### src/hdl/acc_cfg.svh
// Purpose: Offsets, field positions, reset values and counts of the
//          converter control block.
// Assumes: APB byte addresses, one 32-bit word per register.
// Notes:   Definitions only.
`ifndef ACC_CFG_SVH
`define ACC_CFG_SVH

// ==========================================================================
// Register byte offsets
`define ACC_ADDR_W        8
`define ACC_OFF_CTRL      8'h00
`define ACC_OFF_SRCCLK    8'h04
`define ACC_OFF_REFAMP    8'h08
`define ACC_OFF_BANDGAP   8'h0C
`define ACC_OFF_RES_LO    8'h10
`define ACC_OFF_RES_HI    8'h14
`define ACC_OFF_INT_STAT  8'h18
`define ACC_OFF_INT_MASK  8'h1C

// ==========================================================================
// Field positions of conv_control and source_clock_select, write masks of the reference amp and bandgap
`define ACC_CTRL_START    7
`define ACC_CTRL_BUSY     6
`define ACC_CTRL_EN       5
`define ACC_CTRL_ALIGN    4
`define ACC_SRC_LSB       4
`define ACC_DIV_LSB       0
`define ACC_REFAMP_MASK   8'h9F
`define ACC_BANDGAP_MASK  8'h01

// ==========================================================================
// Reset values, last external channel and timing counts in conversion clock ticks
`define ACC_RST_BYTE      8'h00
`define ACC_RST_RESULT    12'h000
`define ACC_EXT_LAST      4'h8
`define ACC_SAMPLE_TICKS  4'h4
`define ACC_BIT_TICKS     4'h6

`endif

### src/hdl/acc_pkg.sv
// Purpose: Types of the converter control block.
// Assumes: Constants come from acc_cfg.svh.
// Notes:   Holds no numbers of its own beyond field widths and state codes.
package acc_pkg;

  typedef enum logic [1:0] {
    ACC_IDLE   = 2'b00,
    ACC_SAMPLE = 2'b01,
    ACC_BITS   = 2'b10
  } acc_state_e;

  // Controls toward the analog converter core and input multiplexer.
  typedef struct packed {
    logic        conv_enable;
    logic        sample;
    logic [11:0] dac_code;
    logic [8:0]  ext_select;
    logic [3:0]  input_source_select;
    logic        ref_amp_enable;
    logic        ref_amp_input_select;
    logic [1:0]  reference_select;
    logic [1:0]  ref_amp_gain_select;
    logic        bandgap_enable;
  } acc_analog_s;

  // Digital function and pull-high enables of the shared analog pins.
  typedef struct packed {
    logic [8:0] digital_en;
    logic [8:0] pullup_en;
  } acc_pins_s;

  typedef struct packed {
    logic        start;
    logic        enable;
    logic        align;
    logic [3:0]  ext_ch;
    logic [3:0]  src_sel;
    logic [2:0]  clk_div;
    logic [7:0]  refamp;
    logic        bandgap;
    logic        busy;
    logic [11:0] result;
    logic        int_status;
    logic        int_mask;
    acc_state_e  fsm;
    logic [6:0]  div_cnt;
    logic [3:0]  step_cnt;
    logic [3:0]  bit_idx;
    logic [11:0] sar;
    logic [2:0]  cmp_sync;
    logic        cmp_filt;
    logic [31:0] prdata;
    acc_analog_s ana;
    acc_pins_s   pins;
  } acc_state_s;

endpackage : acc_pkg

### src/hdl/acc_top.sv
// Purpose: Control, sequencing and result logic of a 12-bit successive
//          approximation converter, reached over APB.
// Assumes: The analog core offers a comparator output that is high when
//          the selected input is above the DAC code.
// Notes:
// Operation
// - a conversion starts when software writes start high, then low.
// - completing the start sequence sets the busy flag.
// - busy clears when the conversion has finished.
// - busy is read only; writes do not change it.
// - enable must be high to convert; low powers the converter down.
// - while disabled, both result bytes keep their contents.
// - alignment low: high byte holds D11..D4, low byte D3..D0 on top.
// - alignment high: high byte holds D11..D8 low, low byte D7..D0.
// - result bit positions not holding data read as zero.
// - each conversion gives an unsigned 12-bit result.
// - channel codes 0 to 8 pick external inputs 0 to 8.
// - channel codes above 8 connect no input.
// - an internal source disconnects the external channel.
// - analog pins lose digital function and pull-high resistor.
// - source codes map to external, supply fractions, amp or ground.
// - clock field divides system clock by 1 up to 128.
`timescale 1ns/1ps
`default_nettype none
`include "acc_cfg.svh"

module acc_top (
  // Clock and reset
  input  wire logic                    ref_clk,
  input  wire logic                    rst_n,
  // APB slave
  input  wire logic                    psel,
  input  wire logic                    penable,
  input  wire logic                    pwrite,
  input  wire logic [`ACC_ADDR_W-1:0]  paddr,
  input  wire logic [31:0]             pwdata,
  output logic      [31:0]             prdata,
  output logic                         pready,
  output logic                         pslverr,
  // Interrupt
  output logic                         irq,
  // Analog core and multiplexer
  input  wire logic                    cmp_hi,
  output acc_pkg::acc_analog_s         analog_ctrl,
  // Shared pins
  input  wire logic [8:0]              pin_analog_cfg,
  input  wire logic [8:0]              pin_pullup_req,
  output acc_pkg::acc_pins_s           pin_ctrl
);

  acc_pkg::acc_state_s st;
  acc_pkg::acc_state_s next_st;

  logic                   setup;
  logic                   access;
  logic                   wr;
  logic                   mapped;
  logic                   wr_ctrl;
  logic                   start_go;
  logic [6:0]             div_limit;
  logic                   tick;
  logic                   step_done;
  logic                   finish;
  logic                   src_ext;
  logic [7:0]             res_lo;
  logic [7:0]             res_hi;
  logic [7:0]             rd_byte;

  // ========================================================================
  // APB decode
  assign setup   = psel & ~penable;
  assign access  = psel & penable;
  assign wr      = access & pwrite;
  assign mapped  = (paddr[1:0] == 2'b00) && (paddr <= `ACC_OFF_INT_MASK);
  assign wr_ctrl = wr && (paddr == `ACC_OFF_CTRL);
  assign pready  = access;
  assign pslverr = access & ~mapped;
  assign prdata  = st.prdata;
  assign irq     = st.int_status & st.int_mask;

  // A start counts on the falling write of the start bit.
  assign start_go = wr_ctrl && st.start && !pwdata[`ACC_CTRL_START]
                    && pwdata[`ACC_CTRL_EN] && !st.busy;

  // ========================================================================
  // Conversion clock divider and sequencing
  assign div_limit = 7'((8'h01 << st.clk_div) - 8'h01);
  assign tick      = (st.div_cnt >= div_limit);
  assign step_done = tick && (st.step_cnt == `ACC_BIT_TICKS - 4'h1);
  assign finish    = (st.fsm == acc_pkg::ACC_BITS) && step_done
                     && (st.bit_idx == 4'h0);

  // External when 0000, 0100 or 11xx; everything else is internal.
  assign src_ext = ((st.src_sel[1:0] == 2'b00) && (st.src_sel[3:2] != 2'b10))
                   || (st.src_sel[3:2] == 2'b11);

  // ========================================================================
  // Result formatting
  always_comb begin
    if (st.align) begin
      res_hi = {4'h0, st.result[11:8]};
      res_lo = st.result[7:0];
    end else begin
      res_hi = st.result[11:4];
      res_lo = {st.result[3:0], 4'h0};
    end
  end

  always_comb begin
    if (paddr == `ACC_OFF_CTRL) begin
      rd_byte = {st.start, st.busy, st.enable, st.align, st.ext_ch};
    end else if (paddr == `ACC_OFF_SRCCLK) begin
      rd_byte = {st.src_sel, 1'b0, st.clk_div};
    end else if (paddr == `ACC_OFF_REFAMP) begin
      rd_byte = st.refamp;
    end else if (paddr == `ACC_OFF_BANDGAP) begin
      rd_byte = {7'h00, st.bandgap};
    end else if (paddr == `ACC_OFF_RES_LO) begin
      rd_byte = res_lo;
    end else if (paddr == `ACC_OFF_RES_HI) begin
      rd_byte = res_hi;
    end else if (paddr == `ACC_OFF_INT_STAT) begin
      rd_byte = {7'h00, st.int_status};
    end else if (paddr == `ACC_OFF_INT_MASK) begin
      rd_byte = {7'h00, st.int_mask};
    end else begin
      rd_byte = 8'h00;
    end
  end

  // ========================================================================
  // Next state
  always_comb begin
    next_st = st;
    // Read data is captured in the setup phase and stands in the access.
    if (setup) begin
      next_st.prdata = {24'h000000, rd_byte};
    end
    if (wr_ctrl) begin
      next_st.start  = pwdata[`ACC_CTRL_START];
      next_st.enable = pwdata[`ACC_CTRL_EN];
      next_st.align  = pwdata[`ACC_CTRL_ALIGN];
      next_st.ext_ch = pwdata[3:0];
    end
    if (wr && (paddr == `ACC_OFF_SRCCLK)) begin
      next_st.src_sel = pwdata[`ACC_SRC_LSB +: 4];
      next_st.clk_div = pwdata[`ACC_DIV_LSB +: 3];
    end
    if (wr && (paddr == `ACC_OFF_REFAMP)) begin
      next_st.refamp = pwdata[7:0] & `ACC_REFAMP_MASK;
    end
    if (wr && (paddr == `ACC_OFF_BANDGAP)) begin
      next_st.bandgap = pwdata[0];
    end
    if (wr && (paddr == `ACC_OFF_INT_MASK)) begin
      next_st.int_mask = pwdata[0];
    end
    if (wr && (paddr == `ACC_OFF_INT_STAT) && pwdata[0]) begin
      next_st.int_status = 1'b0;
    end

    // Comparator: three flops, accepted once the last two agree.
    next_st.cmp_sync = {st.cmp_sync[1:0], cmp_hi};
    if (st.cmp_sync[1] == st.cmp_sync[2]) begin
      next_st.cmp_filt = st.cmp_sync[2];
    end

    next_st.div_cnt = tick ? 7'h00 : 7'(st.div_cnt + 7'h01);

    case (st.fsm)
      acc_pkg::ACC_IDLE: begin
        next_st.step_cnt = 4'h0;
        if (start_go) begin
          next_st.busy    = 1'b1;
          next_st.fsm     = acc_pkg::ACC_SAMPLE;
          next_st.div_cnt = 7'h00;
        end
      end
      acc_pkg::ACC_SAMPLE: begin
        if (tick) begin
          next_st.step_cnt = 4'(st.step_cnt + 4'h1);
        end
        if (tick && (st.step_cnt == `ACC_SAMPLE_TICKS - 4'h1)) begin
          next_st.fsm      = acc_pkg::ACC_BITS;
          next_st.step_cnt = 4'h0;
          next_st.bit_idx  = 4'hB;
          next_st.sar      = 12'h800;
        end
      end
      acc_pkg::ACC_BITS: begin
        if (tick) begin
          next_st.step_cnt = 4'(st.step_cnt + 4'h1);
        end
        if (step_done) begin
          // Keep or drop the trial bit, then try the next lower one.
          next_st.step_cnt             = 4'h0;
          next_st.sar[st.bit_idx]      = st.cmp_filt;
          if (st.bit_idx != 4'h0) begin
            next_st.sar[st.bit_idx - 4'h1] = 1'b1;
            next_st.bit_idx = 4'(st.bit_idx - 4'h1);
          end
        end
        if (finish) begin
          next_st.result = next_st.sar;
          next_st.busy   = 1'b0;
          next_st.fsm    = acc_pkg::ACC_IDLE;
          next_st.int_status = 1'b1;
        end
      end
      default: begin
        next_st.fsm = acc_pkg::ACC_IDLE;
      end
    endcase

    // Disabling aborts a conversion; the result bytes are left alone.
    if (!next_st.enable) begin
      next_st.fsm    = acc_pkg::ACC_IDLE;
      next_st.busy   = 1'b0;
      next_st.result = st.result;
    end

    // Analog side controls.
    next_st.ana.conv_enable = st.enable;
    next_st.ana.sample      = (st.fsm == acc_pkg::ACC_SAMPLE);
    next_st.ana.dac_code    = st.sar;
    next_st.ana.input_source_select = st.src_sel;
    next_st.ana.ext_select  = 9'h000;
    if (src_ext && (st.ext_ch <= `ACC_EXT_LAST)) begin
      next_st.ana.ext_select = 9'(10'h001 << st.ext_ch);
    end
    next_st.ana.ref_amp_enable       = st.refamp[7];
    next_st.ana.ref_amp_input_select = st.refamp[4];
    next_st.ana.reference_select     = st.refamp[3:2];
    next_st.ana.ref_amp_gain_select  = st.refamp[1:0];
    next_st.ana.bandgap_enable       = st.bandgap;
    next_st.pins.digital_en = ~pin_analog_cfg;
    next_st.pins.pullup_en  = pin_pullup_req & ~pin_analog_cfg;
  end

  // ========================================================================
  // State register
  always_ff @(posedge ref_clk) begin
    if (!rst_n) begin
      st <= '0;
    end else begin
      st <= next_st;
    end
  end

  assign analog_ctrl = st.ana;
  assign pin_ctrl    = st.pins;
endmodule : acc_top

`default_nettype wire

### config.mk
export PLATFORM = sky130hd
export DESIGN_NAME = acc_top
export DESIGN_NICKNAME = d
export VERILOG_FILES = /design/src/hdl/acc_pkg.sv /design/src/hdl/acc_top.sv
export VERILOG_INCLUDE_DIRS = /design/src /design/src/hdl
export SDC_FILE = /design/constraint.sdc
export NUM_CORES = 1
export LEC_CHECK = 0
export ABC_CLOCK_PERIOD_IN_PS = 3390
export BUFFER_PORTS_ARGS = -buffer_cell sky130_fd_sc_hd__buf_2
export CORE_UTILIZATION = 54
export CTS_CLUSTER_DIAMETER = 150
export DETAILED_ROUTE_END_ITERATION = 7
export GPL_ROUTABILITY_DRIVEN = 0
export HOLD_SLACK_MARGIN = 0.1
export PLACE_DENSITY = 0.89
export SETUP_SLACK_MARGIN = 0.05
export SLEW_MARGIN = 40
export SYNTH_ARGS = -nofsm -noshare
export SYNTH_HDL_FRONTEND = slang
export SYNTH_SLANG_ARGS = --single-unit
export TNS_END_PERCENT = 50
### constraint.sdc
create_clock -name ref_clk -period 3.39 [get_ports ref_clk]
set_clock_uncertainty 0.05 [all_clocks]
set_input_delay 0.678 -clock ref_clk [delete_from_list [all_inputs] [get_ports ref_clk]]
set_output_delay 0.678 -clock ref_clk [all_outputs]
set_load 0.01 [all_outputs]
# == Yosys cells after proc, flatten, opt, wreduce, memory -nomap -nowiden ==
# Index checks and enable logic that the tools add are counted.
# op_classes
add_sub_neg,4
n_lt_le_gt_ge,7
eq_ne,19
shift,2
mux,33
bitwise_logic,10
n_reduce_logical,39
# op_table
op,count
two-way mux 8 bit,8
two-way mux 20 bit,2
"equality test 8 x 5 -> 1 bit, second input constant",4
one-hot mux 16 bit (2 select lines),1
logical AND 1 bit,20
"equality test 8 x 4 -> 1 bit, second input constant",2
two-way mux 16 bit,1
two-way mux 14 bit,1
two-way mux 7 bit,2
bitwise mux 12 bit,1
OR 12 bit,1
one-hot mux 4 bit (3 select lines),1
"< comparator 4 x 5 -> 1 bit, second input constant",2
bitwise AND 9 bit,1
two-way mux 9 bit,1
inverter 9 bit,1
AND reduction 3 bit,3
"<< shifter 1 x 4 -> 9 bit, first input constant",1
demux 1 bit (select 4 bit),2
"equality test 8 x 3 -> 1 bit, second input constant",1
"greater-or-equal comparator 4 x 1 -> 1 bit, second input constant",2
"less-or-equal comparator 8 x 5 -> 1 bit, second input constant",1
zero test 8 bit,1
"!= test 2 bit, second input constant",4
other kinds (30),50
# word_totals
regBits,129
input_bits,64
out_inout_bits,87

# == Logic depth before layout (Yosys ltp) ==
# depth
ltp_word,10
mapped_depth,9
depth_no_buf,8

# == Worst setup path after synthesis ==
# OpenSTA, ideal clock, no wires.
# synth_timing
path_type,input-to-reg
startpoint,in paddr[1]
endpoint,reg st[115] (netlist name)
arrival_ns,2.610
required_time_ns,3.271
setup_slack_ns,0.661
cell_stages,7
path_buffers,1
cell_sequence,or4_4 -> or4_1 -> buf_6 -> nor2_8 -> nand3_1 -> or4b_1 -> o21ai_1
# synth_between
elab_chain_cells,8
elab_cells_between_ends,10
classes_between,eq/ne (1); mux (1); reduce/logical (8)
# synth_rtl
item,line,rtl
"start, declared",acc_top.sv:35,"input wire logic [`ACC_ADDR_W-1:0] paddr,"
zero test 8 bit (no line) (*),-,
logical AND 1 bit (*),acc_top.sv:75,assign wr_ctrl = wr && (paddr == `ACC_OFF_CTRL);
logical AND 1 bit (4 in a row),acc_top.sv:82,assign start_go = wr_ctrl && st.start && !pwdata[`ACC_CTRL_START]
!= test 2 bit (no line),-,
AND reduction 3 bit (no line),-,
"end signal, assigned",acc_top.sv:246,st <= next_st;
"end, declared",acc_top.sv:51,acc_pkg::acc_state_s st;
# Mark *: on every way between the ends. The rest lies on a longest branch, timed or not.
# A chain may end at the register's enable or synchronous reset.

# == Final worst setup path ==
# layout_timing
startpoint,reg st[143] (netlist name)
endpoint,"reg st, in the netlist next_st[46]"
# layout_between
elab_chain_cells,6
elab_cells_between_ends,9
classes_between,add/sub (1); order compare (1); eq/ne (1); shift (1); mux (2); reduce/logical (3)
# layout_rtl
item,line,rtl
<< shifter 1 x 3 -> 7 bit (*),acc_top.sv:87,assign div_limit = 7'((8'h01 << st.clk_div) - 8'h01);
subtractor 7 x 1 -> 7 bit (*),acc_top.sv:87,
greater-or-equal comparator 7 bit (*),acc_top.sv:88,assign tick = (st.div_cnt >= div_limit);
"logical AND 1 bit, on equally long branches","acc_top.sv:89, acc_top.sv:183",
two-way mux 20 bit or != test 2 x 1 -> 1 bit (tied branches),-,
one-hot mux 16 bit (2 select lines) or AND reduction 2 bit (tied branches),-,
# Mark *: on every way between the ends. The rest lies on a longest branch, timed or not. The select of a mux whose other input is x is not followed.

==> impl_metrics.json <==
{
  "status": "complete, no violations",
  "r2r_slack_ns": 0.58,
  "pin_count": 151,
  "irDropWorstVdd_v": 0.0005904,
  "hold_class": "in -> reg",
  "maxCapViolations": 0,
  "total_power_mw": 3.523,
  "regArea_sq_mm": 0.002582,
  "drt-wirelength-per-cell_um": 14.51,
  "crit_chain": "or3_1 > ha_1 > nand3_1 > o21ai_0 > nor3_1 > buf_4 > nor3_1 > o21bai_1 > a32o_1",
  "slowest_stage": "nor3_1",
  "path_common_cell": "nor3_1",
  "multiInputGateArea_sq_mm": 0.002830,
  "cts_tree": "done",
  "root_buffer": "clkbuf_16",
  "dp_hpwl_mm": 9.227,
  "power_leakage_nw": 2.843,
  "slew_headroom": 0.5353,
  "post-cts-setup-buffer-count": 0,
  "yosysUniqueCellTypes": 70,
  "grt_pass1_wl_mm": 21.27,
  "finalCritPeriodShare": 0.8278,
  "numCtsBuffers": 17,
  "fin_ws_ns": 0.5839,
  "worstReg2RegEnd": "next_st[46]$_SDFFE_PN0P_",
  "die_area_sq_mm": 0.01189,
  "path_delay_family": "simple AND/OR/NAND/NOR gates",
  "min_from": "pin_analog_cfg[8]",
  "critPathMaxFanout": 13,
  "ys_async_sr_fraction": 0,
  "clk_latency_ns": 0.42,
  "critical_path.max_stage_delay_ns": 0.45,
  "start_util": 0.5631,
  "ys.flop_type": "dfxtp_1",
  "nets": 838,
  "htreeDepth": 4,
  "grtUsageTotal": 0.2317,
  "clock_path_buffers": 2,
  "drive_above_1_share": 0.2096,
  "vias": 5137,
  "drt_iter0_markers": 386,
  "antenna_cells": 0,
  "hold_path_end": "pin_ctrl[17]$_SDFF_PN0_",
  "vias_per_cell": 5.627,
  "synth-edff-count": 0,
  "hold_depth": 2,
  "reg2regPathDepth": 9,
  "nFillCells": 895,
  "placementRows": 38,
  "synth_cells": 723,
  "drc": 0,
  "yosysSeqAreaShare": 0.4176,
  "grt_pass1_vias": 4452,
  "core_sq_mm": 0.01098,
  "end_kind": "flip-flop",
  "busiest_layer": "met2",
  "period_needed_ns": 2.806,
  "drtAntennaViolNets": 0,
  "p_per_area_mw_per_mm2": 512.0,
  "pre_cts_ws_ns": 0.2764,
  "regToRegStartpoint": "st[143]$_SDFFE_PN0P_",
  "syn_area_sq_mm": 0.006185,
  "cts.repair.resized": 0,
  "worstSetupPathType": "reg -> reg",
  "ys_ff_latch": 129,
  "max_freq_mhz": 356.4,
  "required_ns": 3.64,
  "grt_max_degree": 55,
  "use_met1": 0.2862,
  "setup_tns_ns": 0,
  "syn_to_final_growth_pct": 11.25,
  "slew_violations": 0,
  "cts_sinks": 129,
  "wl_mm": 13.25,
  "dr.pass1.iters": 5,
  "hold_viol": 0,
  "path_clk_slew_ns": 0.06,
  "antenna_found_initial": 0,
  "crit_buf_inv": 1,
  "cts_hold_buf": 0,
  "critPathLaunchType": "flip-flop",
  "yosysWarnings": 0,
  "die_w_um": 109.0,
  "cp.arrival_ns": 3.06,
  "worst_pin_slew_ns": 0.6795,
  "setup_viol": 0,
  "chipHeight_um": 109.0,
  "grtUsageMet3": 0.06396,
  "rsz0062_at_grt": "no",
  "synth_area_per_cell_sq_um": 8.554,
  "port_buffers": 102,
  "grt_use_met2": 0.3774,
  "gr-total-overflow": 0
}
-- stage by stage --
stage                     hold slack (ns)    util  cells  instance area, sq um
after floorplan                    0.3619       -    746                  6271
after global placement             0.3702  0.5710    881                  6271
after detailed placement           0.3798  0.5710    881                  6271
after CTS                          0.3477  0.6265    913                  6880
after global routing               0.3550  0.6265    913                  6880
final                              0.3636  0.6265    913                  6880
-- flip-flops by register name, summed over array words and instances, names as in the netlist --
signal	cells
next_st	26
st	43
prdata	8
pin_ctrl	18
analog_ctrl	34
-- cell usage in the layout, fill, tap and decap left out, types with 5 or more instances in the layout --
master     Yosys  final
dfxtp_1      129    129
buf_2          2    102
nand2_1       75     75
nor2_1        63     63
a21oi_1       45     45
nand3_1       37     37
and2_1        33     33
conb_1         1     24
o21ai_0       21     21
inv_1         19     19
nor3_1        18     18
clkbuf_16      0     17
mux2i_1       15     15
ha_1          14     14
buf_4         84     13
nand2b_1      11     11
a31oi_1       10     10
a32o_1         7      7
nand4_1        6      6
o31ai_1        6      6
nor2b_1        5      5
-- synthesized netlist by cell type (all sizes together), types with 4 or more instances --
library cell	count	area, sq um
a2111oi	4	53.81
a21oi	45	225.2
a22o	4	37.54
a31oi	10	62.56
a32o	7	70.07
and2	33	206.5
buf	89	666.9
clkbuf	31	116.4
dfxtp	129	2582
ha	14	175.2
inv	19	71.32
mux2i	15	150.1
nand2	76	287.8
nand2b	11	68.82
nand3	38	195.2
nand3b	4	30.03
nand4	6	37.54
nor2	64	256.5
nor2b	5	31.28
nor3	18	90.09
nor4	4	40.04
o21ai	25	136.4
o22ai	4	25.02
o31ai	6	45.04
or2	4	25.03
or3	4	25.02
-- where the power goes --
part	switching, mW	internal, mW
Clock	0.694	1.17
Combinational	0.0845	0.0423
Sequential	0.00387	1.53
Total	0.783	2.74
-- routing by layer --
metal  routed length (um)  vias up
met5                    0        -
met4                  317        0
met3                  981       25
met2                 6295      258
met1                 5656     2373
li1                     -     2481
-- cell type report --
class                   count  area share
clock inverters            14     0.02619
repair buffers            115     0.08838
inverters                  20     0.01091
clock buffers              18     0.06238
well taps                 140     0.02546
flip-flops and latches    129      0.3753
multi-input cells         477      0.4113
-- worst max-delay path by stage --
stage	depth (start not counted)	to	slack, ns	from
2_1_floorplan	7	st[115]$_SDFFE_PN0P_	0.66	paddr[1]
3_3_place_gp	7	st[115]$_SDFFE_PN0P_	0.33	paddr[1]
3_5_place_dp	7	st[115]$_SDFFE_PN0P_	0.28	paddr[1]
4_1_cts	9	next_st[49]$_SDFFE_PN0P_	0.63	st[143]$_SDFFE_PN0P_
5_1_grt	9	st[121]$_SDFFE_PN0P_	0.36	st[143]$_SDFFE_PN0P_
6_report	9	next_st[46]$_SDFFE_PN0P_	0.58	st[143]$_SDFFE_PN0P_
-- cells by family after synthesis --
group / synth area share
mux: 0.02792
fa+ha+maj: 0.02832
buf+inv: 0.1388
flops: 0.4176
other cells: 0.0006063
simple gates: 0.2272
compound gates: 0.1525
xor+xnor: 0.007082
Note: power is estimated with default switching activity, not from simulation.
